<file path="src/spp_pkg.sv">
// Package: shared constants and carrier types for the sequential port pointer logic
package spp_pkg;
  localparam int unsigned DATA_W      = 16;
  localparam int unsigned ADDR_W      = 12;
  localparam int unsigned FIFO_DEPTH  = 32;
  localparam logic [11:0] PTR_RESET   = 12'h000;
  localparam logic [15:0] DATA_RESET  = 16'h0000;
  localparam logic [11:0] REG_RESET   = 12'h000;
  localparam logic [2:0]  CTRL_ADDR   = 3'h5;
  localparam int unsigned FLAG1_BIT   = 0;
  localparam int unsigned FLAG2_BIT   = 1;
  localparam logic [2:0]  START1_ADDR = 3'h0;
  localparam logic [2:0]  END1_ADDR   = 3'h1;
  localparam logic [2:0]  START2_ADDR = 3'h2;
  localparam logic [2:0]  END2_ADDR   = 3'h3;

  typedef struct packed {
    logic        write_n;
    logic [2:0]  addr;
    logic [15:0] data;
  } spp_cmd_type;

  typedef struct packed {
    logic [11:0] addr;
    logic [15:0] data;
  } spp_wr_type;

  typedef enum logic [2:0] {
    SPP_IDLE  = 3'b001,
    SPP_READ  = 3'b010,
    SPP_WRITE = 3'b100
  } spp_cycle_type;
endpackage

</file>
<file path="src/spp_core.sv">
// Sequential access port: data path, cycle control, pointer, start and end registers, flags
`timescale 1ns/10ps
module spp_core #(
  parameter int unsigned DATA_W     = spp_pkg::DATA_W,
  parameter int unsigned ADDR_W     = spp_pkg::ADDR_W,
  parameter int unsigned FIFO_DEPTH = spp_pkg::FIFO_DEPTH
) (
  input  wire logic                  ref_clk,
  input  wire logic                  resetn,
  input  wire logic [DATA_W-1:0]     seq_data_bus_in,
  output logic      [DATA_W-1:0]     seq_data_bus_out,
  output logic                       seq_data_bus_oe,
  input  wire logic                  seq_port_enable_n,
  input  wire logic                  seq_read_not_write,
  input  wire logic                  seq_output_enable_n,
  input  wire logic                  pointer_advance_n,
  input  wire logic                  pointer_direct_load_n,
  input  wire logic                  start_one_load_n,
  input  wire logic                  start_two_load_n,
  output logic                       buffer_one_end_flag_n,
  output logic                       buffer_two_end_flag_n,
  output logic      [ADDR_W-1:0]     seq_pointer,
  input  wire logic                  cmd_select_n,
  input  wire logic                  cmd_strobe,
  input  wire spp_pkg::spp_cmd_type  cmd,
  output logic                       cmd_ready,
  output spp_pkg::spp_wr_type        mem_wr,
  output logic                       mem_wr_valid,
  input  wire logic                  mem_wr_ready,
  output logic      [ADDR_W-1:0]     mem_rd_addr,
  input  wire logic [DATA_W-1:0]     mem_rd_data,
  output logic                       seq_stall
);
  // ---------------------------------------------------------------
  // State
  // ---------------------------------------------------------------
  spp_pkg::spp_cycle_type cyc_reg;
  spp_pkg::spp_cycle_type cyc_next;
  logic [ADDR_W-1:0]  ptr_reg;
  logic [ADDR_W-1:0]  ptr_next;
  logic [ADDR_W-1:0]  hold_reg;
  logic [ADDR_W-1:0]  hold_next;
  logic               load_pend_reg;
  logic               load_pend_next;
  logic [ADDR_W-1:0]  start_reg [2];
  logic [ADDR_W-1:0]  start_next [2];
  logic [ADDR_W-1:0]  end_reg [2];
  logic [ADDR_W-1:0]  end_next [2];
  logic [1:0]         flag_n_reg;
  logic [1:0]         flag_n_next;
  logic [DATA_W-1:0]  rdata_reg;
  logic [DATA_W-1:0]  rdata_next;
  logic               active_reg;
  logic               active_next;
  logic               fifo_in_ready;
  logic               fifo_in_valid;
  logic               inc;
  logic               cmd_ok;
  logic [1:0]         start_req;
  logic               step;
  spp_pkg::spp_wr_type wr_word;

  // ---------------------------------------------------------------
  // Write path through the FIFO
  // ---------------------------------------------------------------
  // Writes queue towards the array so a busy array stalls the port instead of dropping data
  assign seq_stall     = !fifo_in_ready;
  assign wr_word.addr  = ptr_reg;
  assign wr_word.data  = seq_data_bus_in;
  assign fifo_in_valid = !seq_port_enable_n && !seq_read_not_write;

  spp_fifo #(
    .WIDTH ($bits(spp_pkg::spp_wr_type)),
    .DEPTH (FIFO_DEPTH)
  ) u_fifo (
    .ref_clk   (ref_clk),
    .resetn    (resetn),
    .in_valid  (fifo_in_valid),
    .in_ready  (fifo_in_ready),
    .in_data   (wr_word),
    .out_valid (mem_wr_valid),
    .out_ready (mem_wr_ready),
    .out_data  (mem_wr)
  );

  // ---------------------------------------------------------------
  // Next state
  // ---------------------------------------------------------------
  assign cmd_ok    = cmd_strobe && !cmd_select_n;
  assign cmd_ready = !cmd_select_n;
  assign start_req = {!start_two_load_n, !start_one_load_n};
  // Advance only on its own enable; random port chip enable plays no part
  assign inc       = !pointer_advance_n && !seq_stall;
  // A sampled direct load freezes the pointer, so only a free edge may step it
  assign step      = inc && pointer_direct_load_n && !load_pend_reg && start_req == 2'b00;

  always_comb begin
    cyc_next       = cyc_reg;
    ptr_next       = ptr_reg;
    hold_next      = hold_reg;
    load_pend_next = 1'b0;
    start_next     = start_reg;
    end_next       = end_reg;
    flag_n_next    = flag_n_reg;
    active_next    = !seq_port_enable_n;
    rdata_next     = rdata_reg;
    if (!pointer_direct_load_n) begin
      hold_next      = seq_data_bus_in[ADDR_W-1:0];
      load_pend_next = 1'b1;
    end
    // Pointer priority: delayed direct load, hold on a new direct load, start loads, then increment
    if (load_pend_reg) begin
      ptr_next = hold_reg;
    end else if (!pointer_direct_load_n) begin
      ptr_next = ptr_reg;
    end else if (start_req[0]) begin
      ptr_next = start_reg[0];
    end else if (start_req[1]) begin
      ptr_next = start_reg[1];
    end else if (inc) begin
      ptr_next = ptr_reg + 1'b1;
    end
    // Each flag tracks its own end register; set beats a same-cycle clear
    for (int i = 0; i < 2; i++) begin
      if (cmd_ok && !cmd.write_n && cmd.addr == spp_pkg::CTRL_ADDR && !cmd.data[i]) begin
        flag_n_next[i] = 1'b1;
      end
      if (step && (ptr_reg + 1'b1) == end_reg[i]) begin
        flag_n_next[i] = 1'b0;
      end
    end
    if (cmd_ok && !cmd.write_n) begin
      unique case (cmd.addr)
        spp_pkg::START1_ADDR: start_next[0] = cmd.data[ADDR_W-1:0];
        spp_pkg::END1_ADDR:   end_next[0]   = cmd.data[ADDR_W-1:0];
        spp_pkg::START2_ADDR: start_next[1] = cmd.data[ADDR_W-1:0];
        spp_pkg::END2_ADDR:   end_next[1]   = cmd.data[ADDR_W-1:0];
        default:              ;
      endcase
    end
    // Cycle tracking; a write ends when read_not_write or enable samples high
    if (seq_port_enable_n) begin
      cyc_next = spp_pkg::SPP_IDLE;
    end else if (!seq_read_not_write) begin
      cyc_next = spp_pkg::SPP_WRITE;
    end else if (!seq_output_enable_n) begin
      cyc_next = spp_pkg::SPP_READ;
    end else begin
      cyc_next = spp_pkg::SPP_IDLE;
    end
    if (!seq_port_enable_n && seq_read_not_write && !seq_output_enable_n) begin
      rdata_next = mem_rd_data;
    end
  end

  // ---------------------------------------------------------------
  // Registers
  // ---------------------------------------------------------------
  always_ff @(posedge ref_clk or negedge resetn) begin
    if (!resetn) begin
      cyc_reg       <= spp_pkg::SPP_IDLE;
      ptr_reg       <= spp_pkg::PTR_RESET;
      hold_reg      <= spp_pkg::REG_RESET;
      load_pend_reg <= 1'b0;
      start_reg     <= '{default: spp_pkg::REG_RESET};
      end_reg       <= '{default: spp_pkg::REG_RESET};
      flag_n_reg    <= 2'h3;
      rdata_reg     <= spp_pkg::DATA_RESET;
      active_reg    <= 1'b0;
    end else begin
      cyc_reg       <= cyc_next;
      ptr_reg       <= ptr_next;
      hold_reg      <= hold_next;
      load_pend_reg <= load_pend_next;
      start_reg     <= start_next;
      end_reg       <= end_next;
      flag_n_reg    <= flag_n_next;
      rdata_reg     <= rdata_next;
      active_reg    <= active_next;
    end
  end

  // ---------------------------------------------------------------
  // Outputs
  // ---------------------------------------------------------------
  assign mem_rd_addr           = ptr_reg;
  assign seq_pointer           = ptr_reg;
  assign seq_data_bus_out      = rdata_reg;
  // Output enable pin floats the bus without waiting for a clock; port enable acts through active_reg one clock later
  assign seq_data_bus_oe       = active_reg && !seq_output_enable_n && cyc_reg != spp_pkg::SPP_WRITE;
  assign buffer_one_end_flag_n = flag_n_reg[spp_pkg::FLAG1_BIT];
  assign buffer_two_end_flag_n = flag_n_reg[spp_pkg::FLAG2_BIT];
endmodule

</file>
<file path="src/spp_fifo.sv">
// FIFO: parameterised width and depth, valid and ready on both sides
`timescale 1ns/10ps
module spp_fifo #(
  parameter int unsigned WIDTH = 28,
  parameter int unsigned DEPTH = 32
) (
  input  wire logic             ref_clk,
  input  wire logic             resetn,
  input  wire logic             in_valid,
  output logic                  in_ready,
  input  wire logic [WIDTH-1:0] in_data,
  output logic                  out_valid,
  input  wire logic             out_ready,
  output logic      [WIDTH-1:0] out_data
);
  localparam int unsigned PW = $clog2(DEPTH);

  logic [WIDTH-1:0] mem [DEPTH];
  logic [PW:0]      wr_reg;
  logic [PW:0]      wr_next;
  logic [PW:0]      rd_reg;
  logic [PW:0]      rd_next;
  logic             do_wr;
  logic             do_rd;

  assign in_ready  = (wr_reg - rd_reg) != (PW+1)'(DEPTH);
  assign out_valid = wr_reg != rd_reg;
  assign do_wr     = in_valid && in_ready;
  assign do_rd     = out_valid && out_ready;
  assign out_data  = mem[rd_reg[PW-1:0]];

  always_comb begin
    wr_next = do_wr ? wr_reg + 1'b1 : wr_reg;
    rd_next = do_rd ? rd_reg + 1'b1 : rd_reg;
  end

  always_ff @(posedge ref_clk) begin
    if (do_wr) begin
      mem[wr_reg[PW-1:0]] <= in_data;
    end
  end

  always_ff @(posedge ref_clk or negedge resetn) begin
    if (!resetn) begin
      wr_reg <= '0;
      rd_reg <= '0;
    end else begin
      wr_reg <= wr_next;
      rd_reg <= rd_next;
    end
  end
endmodule

</file>
<file path="config.mk">
export PLATFORM = sky130hd
export DESIGN_NAME = spp_core
export DESIGN_NICKNAME = d
export VERILOG_FILES = /design/src/spp_pkg.sv /design/src/spp_core.sv /design/src/spp_fifo.sv
export SDC_FILE = /design/constraint.sdc
export NUM_CORES = 1
export LEC_CHECK = 0
export BUFFER_PORTS_ARGS = -buffer_cell sky130_fd_sc_hd__buf_2
export CAP_MARGIN = 10
export CORE_ASPECT_RATIO = 1.2
export CORE_MARGIN = 2
export CORE_UTILIZATION = 56
export DETAILED_ROUTE_END_ITERATION = 10
export PLACE_DENSITY = 0.73
export SYNTH_ARGS = -nofsm -noshare
export SYNTH_HDL_FRONTEND = slang
export SYNTH_SLANG_ARGS = --single-unit
</file>
<file path="constraint.sdc">
create_clock -name ref_clk -period 4 [get_ports ref_clk]
set_input_delay 0.2 -clock ref_clk [delete_from_list [all_inputs] [get_ports ref_clk]]
set_output_delay 0.2 -clock ref_clk [all_outputs]
set_load 0.1 [all_outputs]
</file>
# After elaboration in Yosys (flattened, before gate mapping)
# Memories as Yosys holds them, arrays and structs flattened.
# Cells that the tools add are included.
# W data, S select, Z words.
word_totals:
  in_bits: 64
  ram_bits: 896
  memories: 1
  out_inout_bits: 74
  elab_cells: 84
  reg_bits: 107
mem_list:
  columns: ["memory", "depth", "word_bits", "rd", "rd_ports_with_merged_regs", "wr", "line_no", "source"]
  rows:
  - ["u_fifo.mem", 32, 28, 1, 0, 1, "spp_fifo.sv:18", "logic [WIDTH-1:0] mem [DEPTH];"]
classes:
  reduce_logical: 40
  add_sub_neg: 4
  mux: 15
  eq_ne: 10
ops:
  columns: ["op", "n"]
  rows:
  - ["$mux W12", 5]
  - ["$eq A12 B12 Y1", 2]
  - ["$logic_and A1 B1 Y1", 18]
  - ["$add A12 B1 Y12 const B", 1]
  - ["$add A6 B1 Y6 const B", 2]
  - ["$logic_not A1 Y1", 12]
  - ["$reduce_and A2 Y1", 5]
  - ["$mux W1", 7]
  - ["$eq A3 B2 Y1 const B", 2]
  - ["$mux W3", 2]
  - ["$ne A6 B6 Y1", 1]
  - ["$ne A6 B6 Y1 const B", 1]
  - ["$reduce_bool A2 Y1", 3]
  - ["$sub A6 B6 Y6", 1]
  - ["$ne A4 B2 Y1 const B", 1]
  - ["$eq A3 B1 Y1 const B", 1]
  - ["$eq A3 B3 Y1 const B", 1]
  - ["$logic_not A3 Y1", 1]
  - ["$ne A3 B3 Y1 const B", 1]
  - ["$logic_not A2 Y1", 1]
  - ["$mux W2", 1]

# Depth between registers and ports, before layout
# Gate-level depths: netlist of the first run.
depth:
  word_depth: 8
  depth_mapped: 12
  ltp_nobuf: 8

# Modules after synthesis
# Synthesis of the first run repeated with hierarchy kept, for this count alone.
hier_totals:
  cells_unflattened: 1880
  hier_area_um2: 39775.6
by_module_without_submodules:
  columns: ["module", "seq_area_each_um2", "area_each_um2", "cells_each", "n_inst"]
  rows:
  - ["spp_fifo", 27206.1, 34956.0, 1458, 1]
  - ["spp_core", 2381.0, 4819.6, 422, 1]

# Least setup slack after synthesis of the first run
# OpenSTA, ideal clock, no wires.
synth_path:
  kind: "register to register"
  from: "register u_fifo.rd_reg[1]"
  to: "memory u_fifo.mem[31][0] (enable)"
  period_less_slack_ns: 3.994
  path_buffers: 3
  slack_ns: 0.006
  arrival_ns: 3.581
  setup_time_ns: 0.413
  path_stages_with_launch: 12
  required_time_ns: 3.587
  path_cell_list: "dfrtp_1 buf_2 buf_2 buf_2 inv_1 ha_1 nor2b_1 o21bai_1 o211ai_1 a41oi_2 nand2_1 nor2_1"
synth_between:
  elab_chain_len: 5
synth_lines:
  columns: ["element", "line_no", "source"]
  rows:
  - ["start, declared", "spp_fifo.sv:21", "logic [PW:0] rd_reg;"]
  - ["start signal, assigned", "spp_fifo.sv:49", "rd_reg <= rd_next;"]
  - ["$sub A6 B6 Y6", "spp_fifo.sv:26", "assign in_ready = (wr_reg - rd_reg) != (PW+1)'(DEPTH);"]
  - ["$ne A6 B6 Y1", "spp_fifo.sv:26", null]
  - ["$logic_and A1 B1 Y1", "spp_fifo.sv:28", "assign do_wr = in_valid && in_ready;"]
  - ["$mux W1", "spp_fifo.sv:38", "if (do_wr) begin"]
  - ["$mux W1 (not written as such)", "spp_fifo.sv:39", "mem[wr_reg[PW-1:0]] <= in_data;"]
  - ["end, declared", "spp_fifo.sv:18", null]
# No other way between the ends.

==> impl_metrics.py, run 1 <==
metrics = {
    "floorplan": {
        "core_um2": 70700,
        "dieHeight_um": 296,
        "width_of_the_die_um": 247,
        "num_rows": 107,
        "fp.dieArea_um2": 73300,
        "start_util": 0.563,
        "io_pins": 138,
    },
    "detailed_routing": {
        "drcViolationCount": 0,
        "routed_wl_mm": 95.5,
        "wire_per_inst_um": 30.6,
        "via_count": 20000,
        "vias_per_instance": 6.39,
        "drtPass1Iterations": 8,
        "ant_nets": 0,
        "drt_first_iter_violations": 2368,
    },
    "logic_synthesis": {
        "synth_nets": 1959,
        "synth_cell_type_count": 64,
        "postSynthAreaPerCell_um2": 21.1,
        "yosys_register_bits": 1003,
        "async_flop_share": 0.107,
        "postSynth.topFlopCell": "sky130_fd_sc_hd__edfxtp_1",
        "yosys_top_cell_area_share": 0.676,
        "synth_seq_area_share": 0.743,
        "ys_top_cells_by_area": "sky130_fd_sc_hd__edfxtp_1 68%, sky130_fd_sc_hd__mux4_2 16%, sky130_fd_sc_hd__dfrtp_1 6.5%",
        "gate_count_post_synth": 1884,
        "post_synth_instance_area_um2": 39800,
        "synth-edff-count": 896,
        "netlist.top_cell.by_area": "sky130_fd_sc_hd__edfxtp_1",
        "yosysWarningCount": 0,
    },
    "layout": {
        "num_antenna_cells": 0,
        "final_cell_count_no_fill": 3125,
        "layout.cells.most_common": "sky130_fd_sc_hd__edfxtp_1",
        "synthToLayoutAreaGrowth_pct": 14.7,
        "drive_above_1_share": 0.338,
        "design.final.nets": 2193,
        "post-route-cell-area_um2": 45700,
        "largest_register_ffs": 896,
        "final_cell_mix": "896 x sky130_fd_sc_hd__edfxtp_1, 280 x sky130_fd_sc_hd__mux4_2, 130 x sky130_fd_sc_hd__buf_2, 115 x sky130_fd_sc_hd__nand2_1, 101 x sky130_fd_sc_hd__dfrtp_1",
        "final_core_util": 0.646,
    },
    "placed_design": {
        "io_buffer_count": 133,
        "post_dp_cell_area_um2": 42300,
        "routability_cong": 0.897,
        "placed_cells_incl_taps": 2910,
        "place.detailed.hpwl_mm": 52.9,
    },
    "sta": {
        "clock.fmax_mhz": 258,
        "timing.final.crit_period_ns": 3.87,
        "tightest_slew_ns": 1.07,
        "setup_tns_ns": 0,
        "timing.clock.skew_ns": 0.0318,
        "timing.final.setup_violations": 0,
        "timing_max_transition_violations_final": 0,
        "grt_setup_unrepaired": "no",
        "fin_worst_hold_slack_ns": 0.0309,
        "final_min_period_over_clock_period": 0.968,
        "relSlewSlack": 0.284,
        "finalHoldViolCount": 0,
    },
    "worst_setup_path": {
        "endpoint_kind": "output pin",
        "cp.arrival_ns": 3.67,
        "critical_path_peak_fanout": 68,
        "worst_setup_path_start_kind": "register",
        "required_worst_endpoint_ns": 3.80,
        "ws_path_type": "reg -> out",
    },
    "grt": {
        "gr-usage-all-layers": 0.270,
        "grt_first_pass_wirelength_mm": 140,
        "antenna_found_initial": 7,
        "grt_max_degree": 107,
        "grt-ovfl-total": 0,
        "first_global_vias": 21000,
    },
    "run_status": {
        "outcome": "complete, no violations",
    },
    "power": {
        "power_density_nw_per_um2": 716,
        "peak_ir_drop_on_the_vdd_network_mv": 1.41,
        "leakage_nw": 15.2,
    },
    "clock_network": {
        "cts_tree": "yes",
        "clock_slew_seen_by_the_registers_of_the_worst_setup_and_hold_paths_ns": 0.06,
        "worst_skew_pair.late_latency_ns": 0.66,
        "htreeDepth": 3,
        "clock_sink_count": 1003,
        "cts_inserted_buffers": 95,
        "clk_root_buffer_cell": "sky130_fd_sc_hd__clkbuf_16",
        "number_of_buffers_on_the_longest_clock_path": 3,
    },
    "run": {
        "max-cap-violations": 0,
    },
    "hold_path": {
        "hp-class": "in -> reg",
    },
}
## area by class of cell
type,instances,area [um^2]
sequential,1003,29600
fill,4597,25000
multi-input combinational,759,9810
clock buffer,120,2510
timing repair buffer,242,2000
tap,926,1160
clock inverter,58,508
inverter,17,66.3
## per-layer routing
| layer | share of wire | GRT usage |
|---|---|---|
| met5 | 0.00014 | 0 |
| met1 | 0.37 | 0.356 |
| met4 | 0.038 | 0.102 |
| met3 | 0.080 | 0.0420 |
| met2 | 0.51 | 0.457 |
## critical path: stages, from the launching register on
cell                      delay [ns]
sky130_fd_sc_hd__dfrtp_4        0.66
sky130_fd_sc_hd__buf_12         0.46
sky130_fd_sc_hd__mux4_2         0.60
sky130_fd_sc_hd__mux4_2         0.51
sky130_fd_sc_hd__nand2_1        0.09
sky130_fd_sc_hd__nand2_1        0.20
sky130_fd_sc_hd__buf_2          0.37
## synthesized netlist by cell type (all sizes together) (7+ instances only)
library cell  instances
mux4                280
xor2                 10
dfrtp               104
nand4                 7
a21oi                22
mux2                 86
buf                  65
o21ai                28
clkbuf               40
ha                   11
nand2               116
mux2i                 7
inv                  16
edfxtp              896
xnor2                27
nor2                 63
nand3                11
a31oi                11
## where the power goes
group / internal [mW] / total [mW] / switching (mW)
clock network: 4.92 / 8.76 / 3.83
registers: 12.1 / 12.5 / 0.361
logic: 4.01 / 11.5 / 7.46
total: 21.0 / 32.7 / 11.7
## per-stage QoR
step	total power [mW]	worst slack [ns]
2_1_floorplan	21.4	0.00595
3_3_place_gp	24.0	0.720
3_5_place_dp	24.1	0.663
4_1_cts	32.9	0.108
5_1_grt	33.7	0.00103
6_report	32.7	0.126
## worst paths after layout
check / start / endpoint / slack, ns / depth (start not counted)
max: u_fifo.rd_reg[0] / mem_wr[19] / 0.13 / 6
min: cmd[18] / flag_n_reg[0] / 0.03 / 5
max reg2reg: u_fifo.rd_reg[3] / u_fifo.mem[27][26] / 0.53 / 10
min reg2reg: u_fifo.rd_reg[5] / u_fifo.rd_reg[5] / 0.50 / 1
max in group asynchronous: resetn / start_reg[5] / 2.75 / 3
min in group asynchronous: resetn / end_reg[14] / 0.28 / 2
## repair_timing
action | in CTS | in global routing
setup buffers | 0 | 0
resized for setup | 0 | 1
hold endpoints to repair | 154 | 0
hold buffers | 37 | 0
setup endpoints to repair | 0 | 1
## cells by family after synthesis
group | synth area share
compound gates | 0.0149
xor+xnor | 0.00871
fa+ha+maj | 0.00346
buf+inv | 0.0165
flops | 0.743
mux | 0.184
simple gates | 0.0288
(Power assumes the default switching activity.)
==> inputs of run 2 (changes only) <==
Settings changed: HOLD_SLACK_MARGIN set to 0.08, MAX_ROUTING_LAYER set to met4.
==> impl_metrics.py, run 2 (synthesis gave the netlist of run 1 again) <==
metrics = {
    "worst_setup_path": {
        "ff2ff_setup_slack_ns": 0.55,
        "ws_path_type": "reg -> out",
        "slowest_stage": "sky130_fd_sc_hd__dfrtp_4",
        "cpPeakStageDelay_ns": 0.64,
        "endpoint_kind": "output pin",
        "cp.arrival_ns": 3.67,
        "worst_setup_path_start_kind": "register",
        "worstPathCellList": "buf_12 > mux4_2 > mux4_2 > nand2_1 > nand2_1 > buf_2",
        "required_worst_endpoint_ns": 3.80,
        "critical_path_peak_fanout": 71,
    },
    "sta": {
        "clock.fmax_mhz": 258,
        "finalHoldViolCount": 0,
        "final_min_period_over_clock_period": 0.968,
        "timing_max_transition_violations_final": 0,
        "timing.final.setup_violations": 0,
        "timing.final.crit_period_ns": 3.87,
        "setup_tns_ns": 0,
        "relSlewSlack": 0.304,
        "tightest_slew_ns": 1.04,
        "grt_setup_unrepaired": "no",
        "timing.clock.skew_ns": 0.0213,
    },
    "detailed_routing": {
        "routed_wl_mm": 96.9,
        "drtPass1Iterations": 7,
        "drcViolationCount": 0,
        "vias_per_instance": 6.40,
        "ant_nets": 0,
        "wire_per_inst_um": 30.9,
        "drt_first_iter_violations": 2149,
        "via_count": 20100,
    },
    "clock_network": {
        "htreeDepth": 3,
        "cts_tree": "yes",
        "clk_root_buffer_cell": "sky130_fd_sc_hd__clkbuf_16",
        "worst_skew_pair.late_latency_ns": 0.67,
        "post_cts_buffers": 0,
        "clock_slew_seen_by_the_registers_of_the_worst_setup_and_hold_paths_ns": 0.06,
        "clock_sink_count": 1003,
        "cts_inserted_buffers": 94,
        "number_of_buffers_on_the_longest_clock_path": 3,
    },
    "run_status": {
        "outcome": "complete, no violations",
    },
    "run": {
        "max-cap-violations": 0,
    },
    "grt": {
        "gr-usage-all-layers": 0.282,
        "grt-ovfl-total": 0,
        "grt_max_degree": 94,
        "grt_first_pass_wirelength_mm": 141,
        "first_global_vias": 20900,
        "antenna_found_initial": 5,
    },
    "floorplan": {
        "width_of_the_die_um": 247,
        "core_um2": 70700,
        "num_rows": 107,
        "io_pins": 138,
        "fp.dieArea_um2": 73300,
        "dieHeight_um": 296,
        "start_util": 0.563,
    },
    "placed_design": {
        "post_dp_cell_area_um2": 42300,
        "placed_cells_incl_taps": 2916,
        "io_buffer_count": 133,
        "place.detailed.hpwl_mm": 53.8,
        "routability_cong": 0.917,
    },
    "power": {
        "power_density_nw_per_um2": 719,
        "peak_ir_drop_on_the_vdd_network_mv": 2.33,
        "post-layout-total-power_mw": 33.0,
        "leakage_nw": 15.3,
    },
    "layout": {
        "final_core_util": 0.650,
        "largest_register_ffs": 896,
        "post-route-cell-area_um2": 45900,
        "drive_above_1_share": 0.344,
        "final_cell_count_no_fill": 3142,
        "synthToLayoutAreaGrowth_pct": 15.4,
        "final_cell_mix": "896 x sky130_fd_sc_hd__edfxtp_1, 280 x sky130_fd_sc_hd__mux4_2, 130 x sky130_fd_sc_hd__buf_2, 115 x sky130_fd_sc_hd__nand2_1, 101 x sky130_fd_sc_hd__dfrtp_1",
        "design.final.nets": 2212,
        "layout.cells.most_common": "sky130_fd_sc_hd__edfxtp_1",
    },
    "hold_path": {
        "hp-class": "in -> reg",
    },
}
[run 2: cell count changes in the layout (fill, tap and decap cells not counted), sizes merged]
cell         change
inv              +2
buf              +6
bufinv           +5
clkinvlp         +2
diode            +2
clkinv          -14
dlygate4sd3     +14
[run 2: path summary, 6_finish.rpt]
check	startpoint	to	cells after the start
worst max-delay path	u_fifo.rd_reg[0]	mem_wr[1]	6
worst min-delay path	seq_data_bus_in[8]	u_fifo.mem[21][8]	1
worst max register to register	u_fifo.rd_reg[1]	u_fifo.mem[23][13]	9
worst min register to register	start_reg[11]	start_reg[11]	1
max in group asynchronous	resetn	hold_reg[10]	3
min in group asynchronous	resetn	end_reg[4]	2
[run 2: routing by layer]
layer | routed length [um] | global-route usage | vias to the layer above
met2 | 49300 | 0.455 | 1038
met4 | 3800 | 0.110 | 0
met5 | 0 | - | -
met3 | 7430 | 0.0380 | 196
met1 | 36400 | 0.369 | 10600
li1 | - | - | 8258
[run 2: area by class of cell]
class,count,area [um^2]
Multi-Input combinational cell,759,9810
Clock buffer,120,2500
Tap cell,926,1160
Clock inverter,53,624
Fill cell,4620,24800
Inverter,17,66.3
Sequential cell,1003,29600
Timing Repair Buffer,262,2170
Antenna cell,2,5.00
[run 2: worst max-delay path: cells and delay by family, from the launching register on]
kind	cells	cell delay (ns)
buffers and inverters	2	0.86
flip-flops	1	0.64
multiplexers	2	1.07
AND/OR/NAND/NOR	2	0.31
[run 2: stage by stage]
stage               hold slack, ns  setup slack [ns]
global route                 0.134            0.0134
global placement             0.390             0.766
detailed placement           0.412             0.679
CTS                         0.0811            0.0647
floorplan                  -0.0956           0.00595
finish                       0.102             0.129
[run 2: where the power goes]
part / internal (mW) / switching (mW) / leakage, nW
logic: 4.00 / 7.46 / 4.41
clock network: 5.22 / 3.85 / 1.53
registers: 12.1 / 0.375 / 9.42
total: 21.3 / 11.7 / 15.3
[run 2: repair_timing]
item,4_1_cts,5_1_grt
resized for setup,0,0
hold buffers,51,0
hold endpoints to repair,407,0
